**src/ccs_defs.svh**
```systemverilog
/*
 cache control register constants: field positions, fixed values, reset values.
 assumes inclusion by bare name from the cache control design files.
*/
`ifndef CCS_DEFS_SVH
`define CCS_DEFS_SVH
`define CCS_ADDR_W        4
`define CCS_OFF_CTRL      4'h0
`define CCS_OFF_FLSTAT    4'h4
`define CCS_DREPL_LSB     30
`define CCS_IREPL_LSB     28
`define CCS_ISETS_LSB     26
`define CCS_DSETS_LSB     24
`define CCS_SNOOP_BIT     23
`define CCS_FD_BIT        22
`define CCS_FI_BIT        21
`define CCS_CPC_LSB       19
`define CCS_CPTB_LSB      17
`define CCS_IB_BIT        16
`define CCS_IP_BIT        15
`define CCS_DP_BIT        14
`define CCS_ITE_LSB       12
`define CCS_IDE_LSB       10
`define CCS_DTE_LSB       8
`define CCS_DDE_LSB       6
`define CCS_DF_BIT        5
`define CCS_IF_BIT        4
`define CCS_DCS_LSB       2
`define CCS_ICS_LSB       0
`define CCS_REPL_LRU      2'h3
`define CCS_ISETS_FOUR    2'h3
`define CCS_DSETS_TWO     2'h1
`define CCS_CPC_TWO       2'h2
`define CCS_CNT_SAT       2'h3
`define CCS_CNT_ONE       2'h1
`define CCS_ST_FROZEN     2'h1
`define CCS_ST_ENABLED    2'h3
`define CCS_ST_DISABLED   2'h0
`define CCS_ZERO2         2'h0
`endif

```
**src/ccs_pkg.sv**
```systemverilog
/*
 types for the cache control and status block.
 assumes nothing beyond a SystemVerilog compiler.
*/
package ccs_pkg;
   typedef enum logic [1:0] {CCS_IDLE, CCS_BUSY} ccs_flush_t;
   typedef struct packed {
      logic       snoop;
      logic       ib;
      logic [1:0] cptb;
      logic       dfrz;
      logic       ifrz;
      logic [1:0] dcs;
      logic [1:0] ics;
      logic [1:0] ite;
      logic [1:0] ide;
      logic [1:0] dte;
      logic [1:0] dde;
      ccs_flush_t ifl;
      ccs_flush_t dfl;
      logic       ifl_start;
      logic       dfl_start;
      logic [31:0] rdata;
   } ccs_state_t;
endpackage

```
**src/ccs_top.sv**
```systemverilog
/*
 cache control and status register logic for an instruction and a data cache.
 assumes the integer unit and cache arrays sit on the same clock; flush done
 and parity error strobes are one-cycle pulses from that logic.
*/
// Design decisions made here: the register offsets and the plain strobed port.
`include "ccs_defs.svh"
`timescale 1ns/1ps
`default_nettype none
module ccs_top (
   input  wire logic                   clk,
   input  wire logic                   rst,
   input  wire logic [`CCS_ADDR_W-1:0] addr,
   input  wire logic [31:0]            wdata,
   input  wire logic                   wr,
   input  wire logic                   rd,
   output logic [31:0]                 rdata,
   input  wire logic                   irq_taken,
   input  wire logic                   iflush_done,
   input  wire logic                   dflush_done,
   input  wire logic                   err_itag,
   input  wire logic                   err_idata,
   input  wire logic                   err_dtag,
   input  wire logic                   err_ddata,
   output logic                        dcache_snoop_enable,
   output logic                        instr_burst_fill,
   output logic [1:0]                  parity_test_bits,
   output logic                        icache_flush_start,
   output logic                        dcache_flush_start,
   output logic                        icache_flush_pending,
   output logic                        dcache_flush_pending,
   output logic                        icache_hit_serve,
   output logic                        icache_allocate,
   output logic                        dcache_hit_serve,
   output logic                        dcache_allocate
);
   ccs_pkg::ccs_state_t st_ff;
   ccs_pkg::ccs_state_t nxt_st;

   logic [31:0] ctrl_view;
   logic        wr_ctrl;

   function automatic logic [1:0] ccs_count(input logic [1:0] cur, input logic ev);
      if (ev && cur != `CCS_CNT_SAT)
         ccs_count = cur + `CCS_CNT_ONE;
      else
         ccs_count = cur;
   endfunction

   always_comb begin
      ctrl_view = '0;
      ctrl_view[`CCS_DREPL_LSB +: 2] = `CCS_REPL_LRU;
      ctrl_view[`CCS_IREPL_LSB +: 2] = `CCS_REPL_LRU;
      ctrl_view[`CCS_ISETS_LSB +: 2] = `CCS_ISETS_FOUR;
      ctrl_view[`CCS_DSETS_LSB +: 2] = `CCS_DSETS_TWO;
      ctrl_view[`CCS_SNOOP_BIT]      = st_ff.snoop;
      ctrl_view[`CCS_CPC_LSB +: 2]   = `CCS_CPC_TWO;
      ctrl_view[`CCS_CPTB_LSB +: 2]  = st_ff.cptb;
      ctrl_view[`CCS_IB_BIT]         = st_ff.ib;
      ctrl_view[`CCS_IP_BIT]         = (st_ff.ifl == ccs_pkg::CCS_BUSY);
      ctrl_view[`CCS_DP_BIT]         = (st_ff.dfl == ccs_pkg::CCS_BUSY);
      ctrl_view[`CCS_ITE_LSB +: 2]   = st_ff.ite;
      ctrl_view[`CCS_IDE_LSB +: 2]   = st_ff.ide;
      ctrl_view[`CCS_DTE_LSB +: 2]   = st_ff.dte;
      ctrl_view[`CCS_DDE_LSB +: 2]   = st_ff.dde;
      ctrl_view[`CCS_DF_BIT]         = st_ff.dfrz;
      ctrl_view[`CCS_IF_BIT]         = st_ff.ifrz;
      ctrl_view[`CCS_DCS_LSB +: 2]   = st_ff.dcs;
      ctrl_view[`CCS_ICS_LSB +: 2]   = st_ff.ics;
   end

   assign wr_ctrl = wr && (addr == `CCS_OFF_CTRL);

   always_comb begin
      nxt_st = st_ff;
      nxt_st.ifl_start = 1'b0;
      nxt_st.dfl_start = 1'b0;
      if (wr_ctrl) begin
         nxt_st.snoop = wdata[`CCS_SNOOP_BIT];
         nxt_st.ib    = wdata[`CCS_IB_BIT];
         nxt_st.cptb  = wdata[`CCS_CPTB_LSB +: 2];
         nxt_st.dfrz  = wdata[`CCS_DF_BIT];
         nxt_st.ifrz  = wdata[`CCS_IF_BIT];
         nxt_st.dcs   = wdata[`CCS_DCS_LSB +: 2];
         nxt_st.ics   = wdata[`CCS_ICS_LSB +: 2];
         nxt_st.ite   = wdata[`CCS_ITE_LSB +: 2];
         nxt_st.ide   = wdata[`CCS_IDE_LSB +: 2];
         nxt_st.dte   = wdata[`CCS_DTE_LSB +: 2];
         nxt_st.dde   = wdata[`CCS_DDE_LSB +: 2];
      end
      // an error in the write cycle still counts on top of the written value
      nxt_st.ite = ccs_count(nxt_st.ite, err_itag);
      nxt_st.ide = ccs_count(nxt_st.ide, err_idata);
      nxt_st.dte = ccs_count(nxt_st.dte, err_dtag);
      nxt_st.dde = ccs_count(nxt_st.dde, err_ddata);
      // freeze only from enabled: a disabled cache stays bypassed
      if (irq_taken && st_ff.dfrz && nxt_st.dcs == `CCS_ST_ENABLED)
         nxt_st.dcs = `CCS_ST_FROZEN;
      if (irq_taken && st_ff.ifrz && nxt_st.ics == `CCS_ST_ENABLED)
         nxt_st.ics = `CCS_ST_FROZEN;
      // flush pending: done ends it, a new request in the same cycle restarts it
      if (st_ff.ifl == ccs_pkg::CCS_BUSY && iflush_done)
         nxt_st.ifl = ccs_pkg::CCS_IDLE;
      if (st_ff.dfl == ccs_pkg::CCS_BUSY && dflush_done)
         nxt_st.dfl = ccs_pkg::CCS_IDLE;
      if (wr_ctrl && wdata[`CCS_FI_BIT]) begin
         nxt_st.ifl = ccs_pkg::CCS_BUSY;
         nxt_st.ifl_start = 1'b1;
      end
      if (wr_ctrl && wdata[`CCS_FD_BIT]) begin
         nxt_st.dfl = ccs_pkg::CCS_BUSY;
         nxt_st.dfl_start = 1'b1;
      end
      nxt_st.rdata = '0;
      if (rd) begin
         case (addr)
            `CCS_OFF_CTRL:   nxt_st.rdata = ctrl_view;
            `CCS_OFF_FLSTAT: begin
               nxt_st.rdata[`CCS_IP_BIT] = ctrl_view[`CCS_IP_BIT];
               nxt_st.rdata[`CCS_DP_BIT] = ctrl_view[`CCS_DP_BIT];
            end
            default:         nxt_st.rdata = '0;
         endcase
      end
   end

   always_ff @(posedge clk or posedge rst) begin
      if (rst) begin
         st_ff <= '{snoop: 1'b0, ib: 1'b0, cptb: `CCS_ZERO2, dfrz: 1'b0, ifrz: 1'b0,
                    dcs: `CCS_ST_DISABLED, ics: `CCS_ST_DISABLED, ite: `CCS_ZERO2,
                    ide: `CCS_ZERO2, dte: `CCS_ZERO2, dde: `CCS_ZERO2,
                    ifl: ccs_pkg::CCS_IDLE, dfl: ccs_pkg::CCS_IDLE,
                    ifl_start: 1'b0, dfl_start: 1'b0, rdata: 32'h0000_0000};
      end else begin
         st_ff <= nxt_st;
      end
   end

   assign rdata                = st_ff.rdata;
   assign dcache_snoop_enable  = st_ff.snoop;
   assign instr_burst_fill     = st_ff.ib;
   assign parity_test_bits     = st_ff.cptb;
   assign icache_flush_start   = st_ff.ifl_start;
   assign dcache_flush_start   = st_ff.dfl_start;
   assign icache_flush_pending = (st_ff.ifl == ccs_pkg::CCS_BUSY);
   assign dcache_flush_pending = (st_ff.dfl == ccs_pkg::CCS_BUSY);
   // low bit zero is disabled whatever the high bit holds
   assign icache_hit_serve     = st_ff.ics[0];
   assign icache_allocate      = (st_ff.ics == `CCS_ST_ENABLED);
   assign dcache_hit_serve     = st_ff.dcs[0];
   assign dcache_allocate      = (st_ff.dcs == `CCS_ST_ENABLED);

   a_sat_no_wrap: assert property (@(posedge clk) disable iff (rst)
      (st_ff.ite == `CCS_CNT_SAT && !wr_ctrl) |=> st_ff.ite == `CCS_CNT_SAT)
      else $error("tag error counter wrapped");
   a_cnt_incr: assert property (@(posedge clk) disable iff (rst)
      (err_dtag && !wr_ctrl && st_ff.dte != `CCS_CNT_SAT) |=> st_ff.dte == $past(st_ff.dte) + `CCS_CNT_ONE)
      else $error("data tag counter missed an error");
   a_dflush_pend: assert property (@(posedge clk) disable iff (rst)
      (wr_ctrl && wdata[`CCS_FD_BIT]) |=> dcache_flush_pending && dcache_flush_start)
      else $error("data flush not started");
   a_iflush_hold: assert property (@(posedge clk) disable iff (rst)
      (icache_flush_pending && !iflush_done && !wr_ctrl) |=> icache_flush_pending)
      else $error("instruction flush pending dropped early");
   a_dpend_clear: assert property (@(posedge clk) disable iff (rst)
      (dcache_flush_pending && dflush_done && !(wr_ctrl && wdata[`CCS_FD_BIT])) |=> !dcache_flush_pending)
      else $error("data flush pending not cleared");
   a_fixed_fields: assert property (@(posedge clk) disable iff (rst)
      (rd && addr == `CCS_OFF_CTRL) |=> rdata[31:24] == {`CCS_REPL_LRU, `CCS_REPL_LRU, `CCS_ISETS_FOUR, `CCS_DSETS_TWO}
      && rdata[20:19] == `CCS_CPC_TWO
      && !rdata[`CCS_FD_BIT] && !rdata[`CCS_FI_BIT])
      else $error("fixed fields read wrong");
   a_dfreeze_irq: assert property (@(posedge clk) disable iff (rst)
      (irq_taken && st_ff.dfrz && st_ff.dcs == `CCS_ST_ENABLED && !wr_ctrl) |=> st_ff.dcs == `CCS_ST_FROZEN)
      else $error("data cache not frozen on interrupt");
   a_ifreeze_irq: assert property (@(posedge clk) disable iff (rst)
      (irq_taken && st_ff.ifrz && st_ff.ics == `CCS_ST_ENABLED && !wr_ctrl) |=> !icache_allocate && icache_hit_serve)
      else $error("instruction cache not frozen on interrupt");
   a_snoop_follow: assert property (@(posedge clk) disable iff (rst)
      wr_ctrl |=> dcache_snoop_enable == $past(wdata[`CCS_SNOOP_BIT]))
      else $error("snoop enable not written");
   a_burst_follow: assert property (@(posedge clk) disable iff (rst)
      wr_ctrl |=> instr_burst_fill == $past(wdata[`CCS_IB_BIT]))
      else $error("burst enable not written");
endmodule // ccs_top
`default_nettype wire

```
**config.mk**
```make
export PLATFORM = sky130hd
export DESIGN_NAME = ccs_top
export DESIGN_NICKNAME = d
export VERILOG_FILES = /design/src/ccs_pkg.sv /design/src/ccs_top.sv
export VERILOG_INCLUDE_DIRS = /design/src
export SDC_FILE = /design/constraint.sdc
export NUM_CORES = 1
export LEC_CHECK = 0
export BUFFER_PORTS_ARGS = -buffer_cell sky130_fd_sc_hd__clkbuf_2
export CAP_MARGIN = 5
export CORE_ASPECT_RATIO = 1.2
export CORE_MARGIN = 2
export CORE_UTILIZATION = 45
export DETAILED_ROUTE_END_ITERATION = 12
export GPL_ROUTABILITY_DRIVEN = 0
export PLACE_DENSITY = 0.89
export SETUP_SLACK_MARGIN = 0.1
export SLEW_MARGIN = 20
export SYNTH_ARGS = -nofsm -noshare
export SYNTH_HDL_FRONTEND = slang
export SYNTH_SLANG_ARGS = --single-unit
```
**constraint.sdc**
```tcl
create_clock -name clk -period 1.6 [get_ports clk]
set_input_delay 0.08 -clock clk [delete_from_list [all_inputs] [get_ports clk]]
set_output_delay 0.08 -clock clk [all_outputs]
set_load 0.02 [all_outputs]
```
# == After elaboration in Yosys (flattened, before gate mapping) ==
# Index checks and enable logic that the tools add are counted.
# W data, S select, Z words.
# op_classes
add_sub_neg,4
eq_ne,11
n_reduce_logical,17
n_mux,17
# op_table
op,count
$mux W32,1
$mux W2,11
$mux W16,1
$mux W14,1
$logic_and A1 B1 Y1,13
$mux W12,1
$add A2 B1 Y2 const B,4
$eq A2 B2 Y1 const B,4
$ne A2 B2 Y1 const B,4
$eq A2 B1 Y1 const B,2
$eq A4 B3 Y1 const B,1
$logic_not A4 Y1,1
$reduce_bool A2 Y1,2
$mux W1,2
$reduce_or A2 Y1,1
# word_totals
out_inout_bits,44
ff_bits,56
elab_cells,65

# == Longest topological paths before layout ==
# Gate-level depths: netlist of run 1.
# depth
word_depth,6
depth_mapped,7
mapped_depth_nobuf,6

# == Least setup slack after synthesis of run 1 ==
# Ideal clock, no wire load.
# synth_timing
kind,input to register
start,input addr[3]
end,"register st_ff, in the netlist ctrl_view[11]"
required_time_ns,1.475
path_stages,7
setup_slack_ns,-0.128
arrival_time_ns,1.604
n_path_buf,1
cell_sequence,nor4_4 -> and2_4 -> buf_8 -> mux2_4 -> ha_1 -> nand2b_1 -> mux2_2
# synth_lines
item,line,source
"start, declared",ccs_top.sv:13,"input wire logic [`CCS_ADDR_W-1:0] addr,"
"end signal, assigned",ccs_top.sv:129,"st_ff <= '{snoop: 1'b0, ib: 1'b0, cptb: `CCS_ZERO2, dfrz: 1'b0, ifrz: 1'b0,"
"end signal, assigned",ccs_top.sv:135,st_ff <= nxt_st;
"end, declared",ccs_top.sv:37,ccs_pkg::ccs_state_t st_ff;

==> flow_metrics.tcl, run 1 <==
set metrics [dict create \
    dp_cells 281 \
    fin_total_pwr_w 0.003152 \
    leakage_nw 1.446 \
    final_area_um2 2609 \
    portBuffers 74 \
    core_area_um2 3941 \
    drive_above_1_share 0.4880 \
    cpMaxStageDelayCell "mux2_4" \
    critPathMostFrequentCell "mux2_4" \
    fp-row-count 25 \
    fin_ws_ns 0.08839 \
    hp-start "wdata[0]" \
    drt_iter0_markers 48 \
    fin_util 0.6619 \
    yosysTopAreaCell "dfrtp_1" \
    synth_cells 154 \
    cp.required_ns 1.78 \
    grt_first_pass_wirelength_um 6244 \
    rrSetupSlack_ns 0.19 \
    syn_to_final_growth_pct 41.45 \
    cts_tree "done" \
    crit_chain "buf_8 > nor4_4 > and2_4 > mux2_4 > ha_4 > nand2b_4 > mux2_4" \
    timing.fmax_ghz 0.6615 \
    grt_max_degree 44 \
    holdPathEnd "icache_hit_serve$_DFF_PP0_" \
    cap_violations 0 \
    hold_path_class "in2reg" \
    setup_viol 0 \
    fin_cells 304 \
    path_class "in2reg" \
    reg2reg_from "ctrl_view[7]$_DFF_PP0_" \
    ff2ff_path_depth 4 \
    critPathMaxFanout 5 \
    period_share 0.9448 \
    wl_um 4048 \
    status "completed" \
    worstSetupStartpointType "input port" \
    slew_viol_final 0 \
    fin_worst_skew_ns 0.006892 \
    critPathCaptureType "flip-flop" \
    syn_area_per_cell_um2 11.98 \
    antenna_cells 0 \
    fp.dieH_um 74.13 \
    numCtsBuffers 5 \
    critPathArrivalTime_ns 1.69 \
    grt_pass1_vias 1346 \
    clkSinkCount 43 \
    antenna_found_initial 0 \
    h-tree-depth 2 \
    period_needed_ns 1.512 \
    ys_ff_latch 43 \
    pre_cts_slack_ns -0.2307 \
    clock_tree.root_cell "clkbuf_8" \
    drt.antenna.violating_nets 0 \
    die_area_um2 4629 \
    vias 1383 \
    finalHoldViolCount 0 \
    hold-path-cell-count 3 \
    relSlewSlack 0.6543 \
    worstSkewPairLatency_ns 0.29 \
    clkTransAtPathRegs_ns 0.08 \
    ir_worst_vdd_uv 707.7 \
    ys_top_cells_by_area "dfrtp_1 (58%), and2_1 (7.5%), mux2_4 (6.5%)" \
    place_area_um2 2344 \
    yosysWarnings 0 \
    critPathTopFamily "simple AND/OR/NAND/NOR gates" \
    cts_buffer_depth 2 \
    place_hpwl_um 2895 \
    tightest_slew_ns 0.5185 \
    rsz0062_at_grt "true" \
    synth_cell_types 20 \
    crit_path_max_incr_delay_ns 0.34 \
    die_w_um 62.44 \
    cp-startpoint "addr[2]" \
    dr.pass1.iters 4 \
    vias_per_cell 4.549 \
    ios 91 \
    nets 300 \
    overflow 0 \
    route.detailed.drc 0 \
    ys_seq_area_frac 0.5834 \
    path_depth 7 \
    syn-cell-area_um2 1844 \
    start_util 0.4679 \
    wl_per_cell_um 13.32 \
    timing.rr.end "ctrl_view[7]$_DFF_PP0_" \
    netlist.area_leader.share 0.5834 \
    power_density_nw_per_um2 1208 \
    grt_usage 0.1793 \
    critPathBufInv 1 \
]
-- report_power, final --
group          total [W]  internal (W)  switching, W
registers        0.00137       0.00126      0.000115
logic            0.00105      0.000616      0.000433
clock network   0.000729      0.000394      0.000335
-- cells by family after synthesis --
| kind of cell | count (synthesis) | synth area share |
|---|---|---|
| and+or+nand+nor | 69 | 0.1967 |
| DFF | 43 | 0.5834 |
| buffers and inverters | 19 | 0.07394 |
| muxes | 12 | 0.08955 |
| adders and majority gates | 4 | 0.02714 |
| xor gates and xnor gates | 4 | 0.01899 |
| AOI/OAI and AO/OA | 2 | 0.008139 |
| other | 1 | 0.002033 |
-- sequential cells by signal, summed over array words and instances, names as in the netlist --
signal / count
dcache_hit_serve: 1
ctrl_view: 12
dcache_flush_start: 1
icache_flush_start: 1
dcache_snoop_enable: 1
rdata: 21
st_ff: 2
icache_hit_serve: 1
parity_test_bits: 2
instr_burst_fill: 1
-- worst min-delay path, delay by kind of cell --
kind | cells | cell delay (ns)
buffers and inverters | 1 | 0.09
AND/OR/NAND/NOR | 2 | 0.09
-- worst max path at each step --
stage,endpoint,slack [ns]
after floorplan,ctrl_view[11]$_DFF_PP0_,-0.07
after global placement,ctrl_view[7]$_DFF_PP0_,-0.18
after detailed placement,ctrl_view[7]$_DFF_PP0_,-0.23
after CTS,ctrl_view[7]$_DFF_PP0_,0.1
after global routing,ctrl_view[7]$_DFF_PP0_,0.04
final,ctrl_view[7]$_DFF_PP0_,0.09
-- per-layer routing --
metal	part of all wire	global-route usage
met5	0	0
met4	0.023	0.08395
met3	0.046	0.04236
met2	0.55	0.3297
met1	0.38	0.1996
-- through the flow --
stage / setup TNS (ns) / hold slack [ns]
6_report: 0 / 0.01599
5_1_grt: 0 / 0.01231
4_1_cts: 0 / 0.005825
3_5_place_dp: -1.390 / 0.2168
3_3_place_gp: -1.057 / 0.2111
2_1_floorplan: -0.2900 / 0.1854
-- cells in the mapped netlist (all sizes together) --
cell	n
nand3	8
dfrtp	43
inv	3
and3	2
conb	1
nand2	28
nand2b	4
buf	16
nor3	1
mux2	12
a21o	2
nor4	1
ha	4
nor2	2
xnor2	4
and2	23
-- final cells by class --
cell class	instances	area [um2]
Fill cell	297	1333
Sequential cell	43	1076
Multi-Input combinational cell	96	740.7
Timing Repair Buffer	100	613.1
Clock buffer	8	100.1
Tap cell	54	67.56
Inverter	3	11.26
-- timing repair --
action	CTS	global route
pin swaps	3	3
setup endpoints to repair	3	6
cloned	1	0
endpoints found under the hold margin	51	0
hold buffers	9	0
setup buffers	2	3
gates resized for setup	1	9
-- cell usage in the layout, fill, tap and decap left out, types with 8 or more instances in the layout --
| master | instances |
|---|---|
| clkbuf_2 | 71 |
| dfrtp_1 | 43 |
| nand2_1 | 28 |
| and2_1 | 22 |
| buf_4 | 17 |
| mux2_4 | 9 |
| dlygate4sd3_1 | 9 |
| nand3_1 | 8 |
| clkbuf_8 | 8 |
No activity file was read; power rests on OpenSTA's default activity.
==> run 2: changes to the inputs <==
Settings changed: PLACE_DENSITY 0.89 to 0.79.
==> flow_metrics.tcl, run 2 (synthesis results as in run 1) <==
set metrics [dict create \
    status "completed" \
    critPathBufInv 1 \
    fp-row-count 25 \
    antenna_found_initial 0 \
    pre_cts_slack_ns -0.2192 \
    drive_above_1_share 0.4779 \
    finalHoldViolCount 0 \
    h-tree-depth 2 \
    nets 299 \
    crit_path_max_incr_delay_ns 0.33 \
    clock_tree.root_cell "clkbuf_8" \
    setup_tns_ns 0 \
    drt.antenna.violating_nets 0 \
    route.detailed.drc 0 \
    ir_worst_vdd_uv 648.8 \
    dr.pass1.iters 4 \
    portBuffers 74 \
    period_share 0.9452 \
    cts_buffer_depth 2 \
    path_class "in2reg" \
    fin_worst_skew_ns 0.007011 \
    die_w_um 62.44 \
    cap_violations 0 \
    rsz0062_at_grt "true" \
    cp.required_ns 1.78 \
    clkSinkCount 43 \
    drt_iter0_markers 29 \
    vias_per_cell 4.479 \
    die_area_um2 4629 \
    syn_to_final_growth_pct 42.06 \
    relSlewSlack 0.6507 \
    layout_common_cells "clkbuf_2 (73), dfrtp_1 (43), nand2_1 (28)" \
    wl_um 3693 \
    vias 1357 \
    critPathMaxFanout 4 \
    worstSetupStartpointType "input port" \
    grt_first_pass_wirelength_um 5913 \
    final_area_um2 2620 \
    critPathArrivalTime_ns 1.69 \
    numCtsBuffers 5 \
    critPathCaptureType "flip-flop" \
    ios 91 \
    antenna_cells 0 \
    wl_per_cell_um 12.19 \
    fin_ws_ns 0.08772 \
    fp.dieH_um 74.13 \
    cpMaxStageDelayCell "nor4_4" \
    setup_viol 0 \
    power_density_nw_per_um2 1291 \
    fillCellCount 313 \
    place_hpwl_um 2664 \
    route.met2.wl_um 2021 \
    grt_usage 0.1682 \
    cts_tree "done" \
    timing.fmax_ghz 0.6613 \
    grt_max_degree 44 \
    worstSkewPairLatency_ns 0.29 \
    top_layer "met4" \
    wl_met1_um 1430 \
    cp-startpoint "addr[0]" \
    critPathMostFrequentCell "mux2_4" \
    overflow 0 \
    tightest_slew_ns 0.5239 \
    place_area_um2 2359 \
    crit_chain "buf_6 > nor4_4 > and2_4 > mux2_4 > ha_4 > nand2b_4 > mux2_4" \
    reg2reg_from "ctrl_view[10]$_DFF_PP0_" \
    route.met3.wl_um 151 \
    clkTransAtPathRegs_ns 0.07 \
    hold_path_class "in2reg" \
    hp-start "dflush_done" \
    grt_pass1_vias 1312 \
    largest_reg_flops 21 \
    start_util 0.4679 \
    slew_viol_final 0 \
    hold_slack_ns 0.04860 \
    critPathTopFamily "simple AND/OR/NAND/NOR gates" \
    leakage_nw 1.446 \
    layout_commonest_cell "clkbuf_2" \
    period_needed_ns 1.512 \
    core_area_um2 3941 \
]
## run 2: changes by cell type in the layout (fill, tap and decap cells not counted), sizes merged
| cell | before | now |
|---|---|---|
| dlygate4sd3 | 9 | 11 |
| clkbuf | 80 | 79 |
| bufinv | 0 | 2 |
| buf | 19 | 15 |
## run 2: what timing repair did
action                                  CTS  global route
gates resized for setup                   0             5
gates cloned                              0             1
hold buffers                             11             0
pin swaps                                 1             2
buffers inserted                          0             0
endpoints found under the setup margin    1             7
endpoints found under the hold margin    53             0
## run 2: per-layer routing
metal	up-vias	GRT usage
met1	642	0.1844
li1	662	-
met3	9	0.03782
met5	-	0
met4	0	0.09630
met2	44	0.3059
## run 2: per-stage QoR
step                cells  total power, W    util
floorplan             157        0.002064       -
global placement      283        0.002327  0.5984
detailed placement    283        0.002388  0.5984
CTS                   302        0.003394  0.6600
global route          303        0.003588  0.6648
finish                303        0.003381  0.6648
## run 2: power by group
| part | switching, W | leakage [nW] | internal, W |
|---|---|---|---|
| clock network | 0.000356 | 0.0654 | 0.000624 |
| registers | 0.000100 | 0.569 | 0.00126 |
| logic | 0.000420 | 0.811 | 0.000622 |
## run 2: tightest hold or removal path, stage by stage
cell      delay (ns)
clkbuf_2        0.08
inv_1           0.05
a21o_1          0.10
## run 2: final cells by class
| cell class | count | area, um2 | share of cell area |
|---|---|---|---|
| Clock inverter | 2 | 60.06 | 0.02292 |
| Timing Repair Buffer | 99 | 591.8 | 0.2259 |
| Inverter | 3 | 11.26 | 0.004298 |
| Multi-Input combinational cell | 96 | 740.7 | 0.2827 |
| Tap cell | 54 | 67.56 | 0.02579 |
| Clock buffer | 6 | 72.57 | 0.02770 |
| Sequential cell | 43 | 1076 | 0.4107 |
## run 2: final timing paths
kind,to,slack (ns),cells past startpoint
setup / recovery,ctrl_view[11]$_DFF_PP0_,0.09,7
hold / removal,st_ff[34]$_DFFE_PP0P_,0.05,3
setup reg to reg,ctrl_view[11]$_DFF_PP0_,0.19,4
hold reg to reg,rdata[8]$_DFF_PP0_,0.49,1
max in group asynchronous,rdata[15]$_DFF_PP0_,0.80,4
min in group asynchronous,ctrl_view[10]$_DFF_PP0_,0.44,4
==> run 3: changes to the inputs <==
Settings changed: CORE_UTILIZATION 45 to 41, PLACE_DENSITY 0.79 to 0.76.
Clock period 1.6 ns to 1.3 ns, I/O delays scaled along.
==> flow_metrics.tcl, run 3 (synthesis results as in run 1) <==
set metrics [dict create \
    power_frac_seq 0.436 \
    critPathCaptureType "flip-flop" \
    die_w_um 65.23 \
    p_comb_frac 0.353 \
    p_sw_frac 0.2878 \
    critPathArrivalTime_ns 1.66 \
    timing.fmax_ghz 0.6741 \
    route.detailed.drc 0 \
    power_density_nw_per_um2 1463 \
    fin_ws_ns -0.1834 \
    fin_worst_skew_ns 0.002497 \
    numCtsBuffers 5 \
    finalHoldViolCount 0 \
    period_share 1.141 \
    antenna_cells 0 \
    ff2ff_path_depth 4 \
    rrSetupSlack_ns -0.05 \
    violations "negative setup slack" \
    ios 91 \
    wl_um 3734 \
    core_area_um2 4294 \
    rsz0062_at_grt "true" \
    cts_buffer_depth 2 \
    cpMaxStageDelayCell "nor4_4" \
    vias 1356 \
    die_area_um2 5053 \
    syn_to_final_growth_pct 43.08 \
    cap_violations 0 \
    p_switching_w 0.001111 \
    hold_path_class "in2reg" \
    grt_pass1_vias 1326 \
    critPathMaxFanout 5 \
    place_hpwl_um 2567 \
    setup_viol 8 \
    nets 301 \
    portBuffers 74 \
    final_area_um2 2639 \
    drive_above_1_share 0.4980 \
    hold-path-cell-count 3 \
    cts_tree "done" \
    grt_first_pass_wirelength_um 6058 \
    timing.rr.end "ctrl_view[9]$_DFF_PP0_" \
    vias_per_cell 4.417 \
    critPathBufInv 1 \
    hp-start "iflush_done" \
    crit_chain "buf_6 > nor4_4 > and2_4 > mux2_4 > ha_4 > nand2b_4 > mux2_2" \
    fp-row-count 26 \
    ir_worst_vdd_uv 743.5 \
    clkSinkCount 43 \
    fp.dieH_um 77.47 \
    wl_per_cell_um 12.16 \
    worstSkewPairLatency_ns 0.29 \
    clock_tree.root_cell "clkbuf_8" \
    leakage_nw 1.458 \
    layout_commonest_cell "clkbuf_2" \
    drt.antenna.violating_nets 0 \
    pre_cts_slack_ns -0.5294 \
    h-tree-depth 2 \
    overflow 0 \
    slew_viol_final 0 \
    grt_max_degree 44 \
    layout_common_cells "clkbuf_2 (72), dfrtp_1 (43), nand2_1 (28)" \
    clkTransAtPathRegs_ns 0.08 \
    period_needed_ns 1.483 \
    status "finished, violations left" \
    crit_path_max_incr_delay_ns 0.34 \
    dr.pass1.iters 4 \
    largest_reg_flops 21 \
    clkPwrFrac 0.212 \
    critPathTopFamily "simple AND/OR/NAND/NOR gates" \
    place_area_um2 2374 \
    start_util 0.4295 \
    holdPathEnd "st_ff[36]$_DFFE_PP0P_" \
    internal-power_w 0.002750 \
    antenna_found_initial 0 \
    cp.required_ns 1.48 \
    grt_usage 0.1592 \
    path_class "in2reg" \
    worstSetupStartpointType "input port" \
    drt_iter0_markers 112 \
    reg2reg_from "ctrl_view[9]$_DFF_PP0_" \
]
run 3: cell count changes in the layout (fill, tap and decap cells not counted), moves of 2 or more:
cell,previous run,this run
xnor2_1,4,1
buf_6,1,5
bufinv_16,2,0
buf_4,14,12
xnor2_2,0,3
run 3: area by class of cell:
type	instances	area, um2
clock buffers	6	72.57
multi-input cells	96	759.5
flip-flops and latches	43	1076
inverters	3	11.26
clock inverters	2	12.51
repair buffers	101	636.9
well taps	56	70.07
fillers	365	1655
run 3: stage by stage:
stage / hold WS [ns] / power, W / instances / setup TNS, ns / utilization
finish: 0.01385 / 0.003861 / 307 / -1.226 / 0.6145
global route: 0.01931 / 0.004131 / 307 / -1.553 / 0.6145
CTS: 0.01378 / 0.003819 / 306 / -1.454 / 0.6020
detailed placement: 0.09533 / 0.002964 / 285 / -4.049 / 0.5527
global placement: 0.09666 / 0.002882 / 285 / -3.805 / 0.5527
floorplan: 0.1704 / 0.002541 / 157 / -2.270 / -
run 3: worst max path at each step:
stage	from	cells past startpoint	end
6_report	addr[0]	7	ctrl_view[9]$_DFF_PP0_
5_1_grt	addr[0]	7	ctrl_view[7]$_DFF_PP0_
4_1_cts	addr[0]	7	ctrl_view[9]$_DFF_PP0_
3_5_place_dp	addr[0]	7	ctrl_view[9]$_DFF_PP0_
3_3_place_gp	addr[0]	7	ctrl_view[13]$_DFF_PP0_
2_1_floorplan	addr[0]	7	ctrl_view[11]$_DFF_PP0_
run 3: what timing repair did:
action                                  CTS  global route
endpoints found under the setup margin    8             8
pin swaps                                 2             0
hold buffers                             11             0
buffers inserted                          1             1
cloned                                    1             0
resized for setup                         1            12
hold endpoints to repair                 53             0
run 3: per-layer routing:
layer / global-route usage / part of all wire
met1: 0.1784 / 0.38
met2: 0.2857 / 0.54
met3: 0.04203 / 0.063
met4: 0.05625 / 0.016
met5: 0 / 0
run 3: worst register-to-register path, cell delays in order (launching register included):
cell,delay [ns]
dfrtp_1,0.39
mux2_4,0.29
ha_4,0.16
nand2b_4,0.13
mux2_2,0.27
run 3: power by group through the flow:
stage,Sequential [W],Clock [W],Combinational [W]
finish,0.00168,0.000817,0.00136
global route,0.00171,0.000912,0.00151
CTS,0.00168,0.000850,0.00128
detailed placement,0.00171,0,0.00125
global placement,0.00170,0,0.00118
floorplan,0.00171,0,0.000834
